`config.mk`:
```
export PLATFORM = sky130hd
export DESIGN_NAME = srplm_regs
export DESIGN_NICKNAME = d
export VERILOG_FILES = /design/src/inc/srplm_pkg.sv /design/src/hw/srplm_regs.sv
export SDC_FILE = /design/constraint.sdc
export NUM_CORES = 1
export LEC_CHECK = 0
export BUFFER_PORTS_ARGS = -buffer_cell sky130_fd_sc_hd__buf_4
export CORE_MARGIN = 2
export CORE_UTILIZATION = 44
export DETAILED_ROUTE_END_ITERATION = 7
export GPL_ROUTABILITY_DRIVEN = 0
export PLACE_DENSITY_LB_ADDON = 0.12
export SYNTH_ARGS = -nofsm -noshare
export SYNTH_HDL_FRONTEND = slang
export SYNTH_SLANG_ARGS = --single-unit
```
`constraint.sdc`:
```
create_clock -name ref_clk -period 1.75 [get_ports ref_clk]
set_input_delay 0.35 -clock ref_clk [delete_from_list [all_inputs] [get_ports ref_clk]]
set_output_delay 0.35 -clock ref_clk [all_outputs]
set_load 0.02 [all_outputs]
```
`src/inc/srplm_pkg.sv`:
```
// Package for the per-port link maintenance register bank.
// Assumes one 32-bit register word per four-byte aligned byte address.
`default_nettype none

package srplm_pkg;
    localparam int ADDR_W = 24;
    localparam int PORT_COUNT = 16;
    localparam logic [23:0] PORT_STRIDE = 24'h00_0020;
    localparam logic [23:0] OFS_LINK_REQ = 24'h00_0140;
    localparam logic [23:0] OFS_LINK_RESP = 24'h00_0144;
    localparam logic [23:0] OFS_ACKID = 24'h00_0148;
    localparam logic [23:0] OFS_ERR_STAT = 24'h00_0158;
    localparam logic [23:0] OFS_PORT_CTRL = 24'h00_015c;
    localparam logic [2:0] CMD_RESET_DEVICE = 3'h3;
    localparam logic [2:0] CMD_INPUT_STATUS = 3'h4;
    localparam int RESP_LINK_LSB = 0;
    localparam int RESP_ACK_LSB = 5;
    localparam int RESP_VALID_BIT = 31;
    localparam int ACK_TX_LSB = 0;
    localparam int ACK_EXP_LSB = 8;
    localparam int ACK_RX_LSB = 24;
    localparam int ACK_DISCARD_BIT = 31;
    localparam int ES_UNINIT_BIT = 0;
    localparam int ES_OK_BIT = 1;
    localparam int ES_ERR_BIT = 2;
    localparam int ES_PW_BIT = 4;
    localparam int ES_IN_ERR_BIT = 8;
    localparam int ES_IN_ERR_SEEN_BIT = 9;
    localparam int ES_IN_RETRY_BIT = 10;
    localparam int ES_OUT_ERR_BIT = 16;
    localparam int ES_OUT_ERR_SEEN_BIT = 17;
    localparam int ES_OUT_RETRY_BIT = 18;
    localparam int ES_OUT_RETRIED_BIT = 19;
    localparam int ES_OUT_RETRY_SEEN_BIT = 20;
    localparam int PC_TYPE_BIT = 0;
    localparam int PC_MASK_LSB = 4;
    localparam int PC_ENUM_BIT = 17;
    localparam int PC_MCAST_BIT = 19;
    localparam int PC_CHK_OFF_BIT = 20;
    localparam int PC_IN_EN_BIT = 21;
    localparam int PC_OUT_EN_BIT = 22;
    localparam logic [2:0] RST_CMD = 3'h0;
    localparam logic [4:0] RST_ACK = 5'h00;
    localparam logic [7:0] RST_MASK = 8'h00;
    localparam logic [31:0] RST_ERR_STAT = 32'h0000_0001;
    localparam logic [31:0] UNMAPPED_DATA = 32'h0000_0000;
endpackage : srplm_pkg

`default_nettype wire

```
`src/hw/srplm_regs.sv`:
```
// Link maintenance, ackID, error status and control registers for one port.
// Assumes a single-cycle register port and link logic on the same clock.
`timescale 1ns/100ps
`default_nettype none

// Function
// - Command 011 resets device, 100 input status
// - Response bits 4..0 capture link status
// - Response bits 9..5 capture partner_ack_index_state
// - Valid set when awaited response arrives
// - Valid set when responseless request sent
// - Reading response register clears valid bit
// - Next transmit ackID, resets zero, writable
// - Writing transmit ackID triggers resend
// - Expected acknowledge ackID writable
// - Expected receive ackID, resets zero, writable
// - Writing bit 31 discards unacked packets
// - Discard bit is write-only, reads zero
// - Live error status bits hold during PLL reset; sticky bits still set and clear
// - Input stopped bit; sticky input error
// - Input retry-stopped status bit
// - Output stopped bit; sticky output error
// - Output retry, retried, sticky retry bits
// - Resend suppress mask, resets zero
// - Input enable, resets off
// - Output enable and fault check off
module srplm_regs
    import srplm_pkg::*;
#(
    parameter logic [3:0] PORT_INDEX = 4'h0
)
(
    input wire logic ref_clk,
    input wire logic reset,
    input wire logic [ADDR_W-1:0] reg_addr,
    input wire logic [31:0] reg_wdata,
    input wire logic reg_wr,
    input wire logic reg_rd,
    output logic [31:0] reg_rdata,
    output logic link_req_send,
    output logic [2:0] link_req_cmd,
    input wire logic link_req_sent,
    input wire logic link_resp_valid,
    input wire logic [4:0] link_resp_status,
    input wire logic [4:0] partner_ack_index_state,
    output logic resend_from,
    output logic discard_unacked,
    input wire logic tx_ack_advance,
    input wire logic exp_ack_advance,
    input wire logic rx_ack_advance,
    output logic [4:0] next_tx_ack_index,
    output logic [4:0] expected_ack_index,
    output logic [4:0] next_rx_ack_index,
    input wire logic pll_reset,
    input wire logic port_not_initialised,
    input wire logic port_ok,
    input wire logic port_error_event,
    input wire logic port_write_pending,
    input wire logic input_stopped_err,
    input wire logic input_err_event,
    input wire logic input_stopped_retry,
    input wire logic output_stopped_err,
    input wire logic output_err_event,
    input wire logic output_stopped_retry,
    input wire logic output_retried,
    input wire logic output_retry_event,
    output logic [7:0] resend_suppress_mask,
    output logic input_port_enable,
    output logic output_port_enable,
    output logic fault_check_off
);

    // Per-port register address: offset plus port base
    function automatic logic [ADDR_W-1:0] port_addr(input logic [ADDR_W-1:0] ofs);
        port_addr = ofs + (PORT_STRIDE * {20'h0_0000, PORT_INDEX});
    endfunction : port_addr

    typedef enum logic [1:0]
    {
        SRPLM_IDLE = 2'b00,
        SRPLM_SEND = 2'b01,
        SRPLM_WAIT = 2'b10
    } srplm_req_t;

    srplm_req_t req_state_r;
    logic [2:0] cmd_r;
    logic resp_valid_r;
    logic [4:0] resp_link_r;
    logic [4:0] resp_ack_r;
    logic [4:0] tx_ack_r;
    logic [4:0] exp_ack_r;
    logic [4:0] rx_ack_r;
    logic resend_r;
    logic discard_r;
    logic [31:0] stat_r;
    logic port_err_seen_r;
    logic in_err_seen_r;
    logic out_err_seen_r;
    logic out_retry_seen_r;
    logic [7:0] mask_r;
    logic enum_r;
    logic mcast_r;
    logic chk_off_r;
    logic in_en_r;
    logic out_en_r;
    logic [31:0] rdata_r;
    logic [31:0] rdata_nxt;
    logic sel_req;
    logic sel_resp;
    logic sel_ack;
    logic sel_stat;
    logic sel_ctrl;
    logic cmd_ok;

    assign sel_req = (reg_addr == port_addr(OFS_LINK_REQ));
    assign sel_resp = (reg_addr == port_addr(OFS_LINK_RESP));
    assign sel_ack = (reg_addr == port_addr(OFS_ACKID));
    assign sel_stat = (reg_addr == port_addr(OFS_ERR_STAT));
    assign sel_ctrl = (reg_addr == port_addr(OFS_PORT_CTRL));

    // only the two defined commands start a request; a write in SRPLM_SEND still reloads the command sent
    assign cmd_ok = (reg_wdata[2:0] == CMD_RESET_DEVICE)
        || (reg_wdata[2:0] == CMD_INPUT_STATUS);

    always_ff @(posedge ref_clk)
    begin
        if (reset)
            cmd_r <= RST_CMD;
        else if (reg_wr && sel_req)
            cmd_r <= reg_wdata[2:0];
    end

    // one request symbol per valid command write taken in SRPLM_IDLE
    always_ff @(posedge ref_clk)
    begin
        if (reset)
            req_state_r <= SRPLM_IDLE;
        else
        begin
            case (req_state_r)
                SRPLM_IDLE:
                    if (reg_wr && sel_req && cmd_ok)
                        req_state_r <= SRPLM_SEND;
                SRPLM_SEND:
                    if (link_req_sent)
                        req_state_r <= (cmd_r == CMD_INPUT_STATUS) ? SRPLM_WAIT : SRPLM_IDLE;
                SRPLM_WAIT:
                    if (link_resp_valid)
                        req_state_r <= SRPLM_IDLE;
                default:
                    req_state_r <= SRPLM_IDLE;
            endcase
        end
    end

    assign link_req_send = (req_state_r == SRPLM_SEND);
    assign link_req_cmd = cmd_r;

    always_ff @(posedge ref_clk)
    begin
        if (reset)
        begin
            resp_link_r <= RST_ACK;
            resp_ack_r <= RST_ACK;
        end
        else if (req_state_r == SRPLM_WAIT && link_resp_valid)
        begin
            resp_link_r <= link_resp_status;
            resp_ack_r <= partner_ack_index_state;
        end
    end

    // Set wins over the clear-on-read in the same cycle
    always_ff @(posedge ref_clk)
    begin
        if (reset)
            resp_valid_r <= 1'b0;
        else if (req_state_r == SRPLM_WAIT && link_resp_valid)
            resp_valid_r <= 1'b1;
        else if (req_state_r == SRPLM_SEND && link_req_sent && cmd_r != CMD_INPUT_STATUS)
            resp_valid_r <= 1'b1;
        else if (reg_rd && sel_resp)
            resp_valid_r <= 1'b0;
    end

    always_ff @(posedge ref_clk)
    begin
        if (reset)
            tx_ack_r <= RST_ACK;
        else if (reg_wr && sel_ack)
            tx_ack_r <= reg_wdata[ACK_TX_LSB +: 5];
        else if (tx_ack_advance)
            tx_ack_r <= tx_ack_r + 5'h01;
    end

    always_ff @(posedge ref_clk)
    begin
        if (reset)
            exp_ack_r <= RST_ACK;
        else if (reg_wr && sel_ack)
            exp_ack_r <= reg_wdata[ACK_EXP_LSB +: 5];
        else if (exp_ack_advance)
            exp_ack_r <= exp_ack_r + 5'h01;
    end

    always_ff @(posedge ref_clk)
    begin
        if (reset)
            rx_ack_r <= RST_ACK;
        else if (reg_wr && sel_ack)
            rx_ack_r <= reg_wdata[ACK_RX_LSB +: 5];
        else if (rx_ack_advance)
            rx_ack_r <= rx_ack_r + 5'h01;
    end

    // resend pulse on transmit ackID write
    // discard pulse on bit 31 write
    always_ff @(posedge ref_clk)
    begin
        if (reset)
        begin
            resend_r <= 1'b0;
            discard_r <= 1'b0;
        end
        else
        begin
            resend_r <= reg_wr && sel_ack;
            discard_r <= reg_wr && sel_ack && reg_wdata[ACK_DISCARD_BIT];
        end
    end

    assign resend_from = resend_r;
    assign discard_unacked = discard_r;
    assign next_tx_ack_index = tx_ack_r;
    assign expected_ack_index = exp_ack_r;
    assign next_rx_ack_index = rx_ack_r;

    // Sticky bits: event wins over the write-one clear
    always_ff @(posedge ref_clk)
    begin
        if (reset)
        begin
            port_err_seen_r <= 1'b0;
            in_err_seen_r <= 1'b0;
            out_err_seen_r <= 1'b0;
            out_retry_seen_r <= 1'b0;
        end
        else
        begin
            port_err_seen_r <= port_error_event
                || (port_err_seen_r && !(reg_wr && sel_stat && reg_wdata[ES_ERR_BIT]));
            in_err_seen_r <= input_err_event
                || (in_err_seen_r && !(reg_wr && sel_stat && reg_wdata[ES_IN_ERR_SEEN_BIT]));
            out_err_seen_r <= output_err_event
                || (out_err_seen_r && !(reg_wr && sel_stat && reg_wdata[ES_OUT_ERR_SEEN_BIT]));
            out_retry_seen_r <= output_retry_event
                || (out_retry_seen_r && !(reg_wr && sel_stat && reg_wdata[ES_OUT_RETRY_SEEN_BIT]));
        end
    end

    // Live status snapshot; frozen while the PLLs are in reset
    always_ff @(posedge ref_clk)
    begin
        if (reset)
            stat_r <= RST_ERR_STAT;
        else if (!pll_reset)
        begin
            stat_r <= 32'h0000_0000;
            stat_r[ES_UNINIT_BIT] <= port_not_initialised;
            stat_r[ES_OK_BIT] <= port_ok;
            stat_r[ES_PW_BIT] <= port_write_pending;
            stat_r[ES_IN_ERR_BIT] <= input_stopped_err;
            stat_r[ES_IN_RETRY_BIT] <= input_stopped_retry;
            stat_r[ES_OUT_ERR_BIT] <= output_stopped_err;
            stat_r[ES_OUT_RETRY_BIT] <= output_stopped_retry;
            stat_r[ES_OUT_RETRIED_BIT] <= output_retried;
        end
    end

    always_ff @(posedge ref_clk)
    begin
        if (reset)
        begin
            mask_r <= RST_MASK;
            enum_r <= 1'b0;
            mcast_r <= 1'b0;
            chk_off_r <= 1'b0;
            in_en_r <= 1'b0;
            out_en_r <= 1'b0;
        end
        else if (reg_wr && sel_ctrl)
        begin
            mask_r <= reg_wdata[PC_MASK_LSB +: 8];
            enum_r <= reg_wdata[PC_ENUM_BIT];
            mcast_r <= reg_wdata[PC_MCAST_BIT];
            chk_off_r <= reg_wdata[PC_CHK_OFF_BIT];
            in_en_r <= reg_wdata[PC_IN_EN_BIT];
            out_en_r <= reg_wdata[PC_OUT_EN_BIT];
        end
    end

    assign resend_suppress_mask = mask_r;
    assign input_port_enable = in_en_r;
    assign output_port_enable = out_en_r;
    assign fault_check_off = chk_off_r;

    always_comb
    begin
        rdata_nxt = UNMAPPED_DATA;
        if (sel_req)
            rdata_nxt[2:0] = cmd_r;
        else if (sel_resp)
        begin
            rdata_nxt[RESP_LINK_LSB +: 5] = resp_link_r;
            rdata_nxt[RESP_ACK_LSB +: 5] = resp_ack_r;
            rdata_nxt[RESP_VALID_BIT] = resp_valid_r;
        end
        else if (sel_ack)
        begin
            rdata_nxt[ACK_TX_LSB +: 5] = tx_ack_r;
            rdata_nxt[ACK_EXP_LSB +: 5] = exp_ack_r;
            rdata_nxt[ACK_RX_LSB +: 5] = rx_ack_r;
        end
        else if (sel_stat)
        begin
            rdata_nxt = stat_r;
            rdata_nxt[ES_ERR_BIT] = port_err_seen_r;
            rdata_nxt[ES_IN_ERR_SEEN_BIT] = in_err_seen_r;
            rdata_nxt[ES_OUT_ERR_SEEN_BIT] = out_err_seen_r;
            rdata_nxt[ES_OUT_RETRY_SEEN_BIT] = out_retry_seen_r;
        end
        else if (sel_ctrl)
        begin
            rdata_nxt[PC_TYPE_BIT] = 1'b1;
            rdata_nxt[PC_MASK_LSB +: 8] = mask_r;
            rdata_nxt[PC_ENUM_BIT] = enum_r;
            rdata_nxt[PC_MCAST_BIT] = mcast_r;
            rdata_nxt[PC_CHK_OFF_BIT] = chk_off_r;
            rdata_nxt[PC_IN_EN_BIT] = in_en_r;
            rdata_nxt[PC_OUT_EN_BIT] = out_en_r;
        end
    end

    always_ff @(posedge ref_clk)
    begin
        if (reset)
            rdata_r <= UNMAPPED_DATA;
        else if (reg_rd)
            rdata_r <= rdata_nxt;
        else
            rdata_r <= UNMAPPED_DATA;
    end

    assign reg_rdata = rdata_r;

endmodule : srplm_regs

`default_nettype wire

```
==> reports/metrics.csv, run 1 <==
stage,metric,value,unit
power,leakage,2.20,nW
hold_path,hold_path_class,in -> reg,
floorplanning,io_pins,152,
layout,fillers,807,
synthesis,synthAdderAreaFrac,0.975,%
route,drt-total-wl,11100,µm
floorplanning,die_w,97.6,µm
synthesis,ys_warn_count,0,
layout,drive_above_1_share,37.9,%
worst_setup_path,cp_slowest_stage_delay,320,ps
cts,post_cts_buffers,0,
global_route,antenna_found_initial,0,
floorplanning,dieHeight,97.6,µm
timing,setup_tns,0,ps
timing,tightest_slew,585,ps
timing,fin_skew,10.4,ps
worst_setup_path,worst_path_most_repeated_cell,buf_4,
synthesis,synth_area,3850,µm²
global_route,grt_start_max_net_pins,34,
timing,min_period_over_period,90.9,%
cts,ctsHoldBuffers,0,
layout,diodes,0,
synthesis,synth_largest_area_cell,dfxtp_1,
placed_design,place_area,5120,µm²
timing,slew_viol_final,0,
worst_setup_path,path_max_fanout,7,
global_route,grt_overflow,0,
worst_setup_path,crit_type,in -> reg,
cts,cts_tree,done,
route,drt_iter0_drc,168,
worst_setup_path,crit_arrival,1830,ps
synthesis,synthTopCellsByArea,"dfxtp_1 (44%), a21oi_1 (5.7%), nand4_1 (5.2%), nand3_1 (3.9%), mux2i_1 (3.6%)",
synthesis,synth.avg_cell_area,8.91,µm²
synthesis,synth-edff-count,0,
synthesis,synth_xor_area_share,2.73,%
timing,finalHoldViolations,0,
worst_setup_path,startpoint_type,primary input,
route,dr.pass1.iters,4,
synthesis,muxShareOfSynthArea,5.10,%
route,post-route-drc-count,0,
cts,cts_buffer_depth,2,
global_route,grt_first_pass_wirelength,18100,µm
status,status,"complete, no violations",
timing,hold_slack,185,ps
layout,area_growth,38.0,%
run,cap_violations,0,
cts,clkLatencyLatePin,370,ps
route,routed_via_density,5.46,
route,vias,3790,
timing,grt_setup_unrepaired,no,
synthesis,synthSimpleGateAreaFrac,25.2,%
placed_design,portBuffers,137,
worst_setup_path,slowest_stage,nor4b_2,
global_route,grt_use_total,23.5,%
synthesis,synth_compound_area_share,16.2,%
worst_setup_path,worst_setup_path_end_kind,register,
layout,final_cell_mix,"buf_4 (171), dfxtp_1 (84), a21oi_1 (44)",
synthesis,synth_seq_cells,84,
layout,final_common_cell,buf_4,
synthesis,synth_top_family_by_area,simple AND/OR/NAND/NOR gates,
worst_setup_path,required,1990,ps
cts,cts_max_level,3,
timing,finalSetupViolCount,0,
route,post_drt_wl_per_cell,16.0,µm
synthesis,synth_flop_cell,dfxtp_1,
timing,post-route-min-period,1590,ps
placed_design,hpwl,8240,µm
cts,cts_made_buffers,9,
synthesis,ys_seq_area_share,43.7,%
timing,max_freq,629,MHz
cts,clock_sinks,84,
layout,stdcell_area,5320,µm²
floorplanning,initial_core_util,44.8,%
synthesis,yosysTopAreaCellShare,43.7,%
power,ir_drop,0.000370,V
cts,postCtsResizedCells,0,
synthesis,synth.distinct_cells,61,
power,power.density,714,nW/µm²
timing,slew_headroom,60.9,%
layout,num-nets-final,672,
cts,clock-root-buffer,clkbuf_8,
route,drtAntennaViolNets,0,
floorplanning,core_area,8590,µm²
synthesis,ys_async_sr_fraction,0,%
worst_setup_path,worstPathCellList,"buf_4, nor4b_2, buf_4, and4_2, nand2_1, buf_4, a2111oi_0",
global_route,grt_pass1_vias,3779,
cts,clk_pin_slew,90,ps
floorplanning,rows,34,
floorplanning,dieArea,9520,µm²
synthesis,syn-instance-count,432,
[flip-flops by register name (all words and copies together), names as in the netlist, 2 cells and up]
| signal | cells |
|---|---|
| expected_ack_index | 5 |
| next_rx_ack_index | 5 |
| stat_r | 8 |
| resp_link_r | 5 |
| resp_ack_r | 5 |
| link_req_cmd | 3 |
| reg_rdata | 26 |
| resend_suppress_mask | 8 |
| req_state_r | 2 |
| next_tx_ack_index | 5 |
[Yosys cell counts (all sizes together), types with 2 or more instances]
library cell,instances
dfxtp,84
a21oi,44
nand3,32
nand4,32
nand2,31
nor2,25
clkbuf,22
o21ai,19
buf,18
a31o,15
mux2i,14
xor2,9
and2,8
nor2b,6
inv,5
mux2,5
a311oi,4
a31oi,4
and4,4
nor3,4
nor4,4
ha,3
nand2b,3
nor4b,3
o2bb2ai,3
xnor2,3
a211oi,2
and3,2
nor3b,2
nor4bb,2
o31ai,2
or4,2
[kinds of logic after synthesis]
| group | after synthesis |
|---|---|
| simple gates | 168 |
| compound gates | 100 |
| flops | 84 |
| buf+inv | 45 |
| mux | 19 |
| xor+xnor | 12 |
| fa+ha+maj | 3 |
| other cells | 1 |
[path summary, 6_finish.rpt]
path / startpoint / endpoint / slack [ps] / cells after the start
min reg2reg: output_port_enable$_SDFFE_PP0P_ / reg_rdata[22]$_SDFF_PP0_ / 460 / 2
max reg2reg: next_tx_ack_index[0]$_SDFFE_PP0P_ / next_tx_ack_index[4]$_SDFFE_PP0P_ / 400 / 5
min: reg_wdata[17] / out_err_seen_r$_SDFF_PP0_ / 190 / 2
max: reg_addr[9] / reg_rdata[2]$_SDFF_PP0_ / 160 / 7
[per-layer routing]
| metal | share of wire [%] | vias to the layer above | track usage (%) | routed length [µm] |
|---|---|---|---|---|
| li1 | - | 1863 | - | - |
| met1 | 42 | 1759 | 29.7 | 4720 |
| met2 | 48 | 143 | 37.7 | 5330 |
| met3 | 6.9 | 25 | 4.96 | 764 |
| met4 | 2.7 | 0 | 11.9 | 299 |
| met5 | 0 | - | 0 | 0 |
[report_power, final]
group / internal (mW) / leakage (nW) / total (mW) / switching, mW
sequential: 1.94 / 0.681 / 1.98 / 0.0344
clock: 0.564 / 0.102 / 1.37 / 0.810
combinational: 0.240 / 1.42 / 0.446 / 0.206
total: 2.75 / 2.20 / 3.80 / 1.05
[through the flow]
stage	std cells	setup WS [ps]	utilization [%]	total power, mW
finish	694	159	61.9	3.80
global route	694	16.4	61.9	3.95
CTS	694	142	61.9	3.82
detailed placement	678	-215	59.5	2.47
global placement	678	-225	59.5	2.46
floorplan	437	27.5	-	2.23
[critical path, delay by kind of cell]
kind	cells	cell delay, ps
buffers and inverters	3	470
AOI/OAI and AO/OA	1	270
and+or+nand+nor	3	750
[final cells by class]
| cell class | instances | area (µm²) | area share [%] |
|---|---|---|---|
| clock buffer | 9 | 124 | 2.33 |
| clock inverter | 7 | 76.3 | 1.44 |
| inverter | 5 | 18.8 | 0.353 |
| multi-input combinational | 308 | 1960 | 36.8 |
| sequential | 84 | 1680 | 31.6 |
| tap | 108 | 135 | 2.54 |
| timing repair buffer | 173 | 1320 | 24.9 |
Note: power is estimated with default switching activity, not from simulation.
==> run 2, diff against run 1 <==
--- a/config.mk
+++ b/config.mk
@@ -11,6 +11,7 @@
 export DETAILED_ROUTE_END_ITERATION = 7
 export GPL_ROUTABILITY_DRIVEN = 0
 export PLACE_DENSITY_LB_ADDON = 0.12
+export REMOVE_ABC_BUFFERS = 1
 export SYNTH_ARGS = -nofsm -noshare
 export SYNTH_HDL_FRONTEND = slang
 export SYNTH_SLANG_ARGS = --single-unit
==> constraint.sdc (replaced) <==
create_clock -name ref_clk -period 1.75 [get_ports ref_clk]
set_input_delay 0 -clock ref_clk [delete_from_list [all_inputs] [get_ports ref_clk]]
set_output_delay 0 -clock ref_clk [all_outputs]
set_load 0.02 [all_outputs]
==> run 2 against run 1 <==
Net effect: clock-buffer cell count rose by 2; critical path type unchanged; non-clock buffer count up 38; clock skew grew 0.92 ps; die area unchanged; cell count increased by 5.5%; first-iteration DRC count decreased by 7.7%; setup slack lost 110 ps; wire length grew 6.5%; core utilization increased by 4.9 points; clock power grew 11%.
==> reports/metrics.csv, run 2 (same netlist as run 1, synthesis figures left out) <==
stage,metric,value,unit
floorplanning,dieHeight,97.6,µm
global_route,grt_start_max_net_pins,38,
worst_setup_path,cp_slowest_stage_delay,590,ps
route,post_drt_wl_per_cell,16.2,µm
route,drt-total-wl,11800,µm
worst_setup_path,critPathBufInv,3,
placed_design,hpwl,8160,µm
route,drtAntennaViolNets,0,
worst_setup_path,worst_path_most_repeated_cell,dlygate4sd3_1,
route,drt_iter0_drc,155,
timing,min_period_over_period,96.9,%
global_route,antenna_found_initial,0,
floorplanning,core_area,8590,µm²
cts,cts_max_level,3,
worst_setup_path,required,2050,ps
run,cap_violations,0,
layout,fillers,728,
layout,largest_register_ffs,26,
global_route,grt_use_total,24.6,%
layout,final_cell_mix,"buf_4 (159), dfxtp_1 (84), dlygate4sd3_1 (51)",
route,vias,3966,
layout,area_growth,49.0,%
worst_setup_path,startpoint_type,primary input,
placed_design,dp.cells,663,
hold_path,hold_path_class,in -> reg,
status,status,"complete, no violations",
layout,fin_cells,732,
worst_setup_path,crit_family,buffers and inverters,
layout,multiInputGateArea,1970,µm²
cts,clk_pin_slew,90,ps
power,leakage,2.36,nW
power,ir_drop,0.000380,V
layout,sequential_cell_area,1680,µm²
timing,finalSetupViolCount,0,
route,post-route-drc-count,0,
cts,cts_buffer_depth,2,
worst_setup_path,crit_arrival,2000,ps
worst_setup_path,worst_setup_path_end_kind,register,
cts,clkLatencyLatePin,360,ps
timing,hold_slack,20.9,ps
power,power.density,702,nW/µm²
layout,drive_above_1_share,34.0,%
timing,setup_tns,0,ps
floorplanning,die_w,97.6,µm
timing,slew_viol_final,0,
floorplanning,dieArea,9520,µm²
cts,cts_tree,done,
timing,max_freq,589,MHz
cts,clock_sinks,84,
worst_setup_path,crit_type,in -> reg,
timing,fin_skew,11.3,ps
cts,cts_made_buffers,9,
cts,clock-root-buffer,clkbuf_8,
worst_setup_path,worstPathCellList,"dlygate4sd3_1, buf_4, nand2_1, and4b_2, a311oi_1, dlygate4sd3_1",
layout,diodes,0,
placed_design,portBuffers,137,
floorplanning,io_pins,152,
floorplanning,rows,34,
global_route,grt_pass1_vias,3871,
route,dr.pass1.iters,4,
floorplanning,initial_core_util,44.8,%
global_route,grt_overflow,0,
timing,finalHoldViolations,0,
route,routed_via_density,5.42,
timing,post-route-min-period,1700,ps
worst_setup_path,path_max_fanout,10,
worst_setup_path,slowest_stage,dlygate4sd3_1,
layout,final_common_cell,buf_4,
layout,num-nets-final,710,
global_route,grt_first_pass_wirelength,19200,µm
[run 2: cell count changes in the layout (fill, tap and decap cells not counted), moves of 2 or more]
cell / previous run / this run
dlygate4sd3_1: 0 / 51
clkbuf_8: 9 / 11
inv_8: 3 / 1
buf_4: 171 / 159
buf_12: 2 / 0
[run 2: routing by layer]
metal | track usage (%) | routed length (µm) | share of wire, % | vias up
met3 | 4.32 | 741 | 6.3 | 17
met1 | 32.4 | 5250 | 44 | 1874
met5 | 0 | 0 | 0 | -
met2 | 41.6 | 5670 | 48 | 132
li1 | - | - | - | 1943
met4 | 6.62 | 168 | 1.4 | 0
[run 2: final timing paths]
kind | cells past startpoint | startpoint | slack, ps | to
setup / recovery | 6 | reg_addr[3] | 50 | port_err_seen_r$_SDFF_PP0_
setup reg to reg | 5 | next_rx_ack_index[0]$_SDFFE_PP0P_ | 360 | next_rx_ack_index[4]$_SDFFE_PP0P_
hold reg to reg | 2 | resp_link_r[4]$_SDFFE_PP0P_ | 460 | resp_link_r[4]$_SDFFE_PP0P_
hold / removal | 2 | pll_reset | 20 | stat_r[0]$_SDFFE_PP1N_
[run 2: repair_timing]
action                                  CTS  global route
gates resized for setup                   0             4
hold endpoints to repair                 58             0
hold buffers                             51             0
endpoints found under the setup margin    0             5
setup buffers                             0             2
[run 2: where the power goes]
group	switching (mW)	total, mW	internal, mW
logic	0.231	0.536	0.305
registers	0.0324	1.97	1.94
clock network	0.760	1.52	0.758
[run 2: metrics by stage]
step,power (mW),worst slack [ps],area [µm²],utilization (%)
floorplan,2.17,-411,3660,-
global placement,2.45,46.5,4980,57.9
detailed placement,2.46,44.8,4980,57.9
CTS,4.04,36.1,5710,66.4
global route,4.19,-6.18,5740,66.8
finish,4.03,53.5,5740,66.8
[run 2: final cells by class]
class,instances,area share [%]
Clock buffer,11,2.64
Clock inverter,5,1.18
Inverter,5,0.327
Multi-Input combinational cell,308,34.3
Sequential cell,84,29.3
Tap cell,108,2.35
Timing Repair Buffer,211,29.9
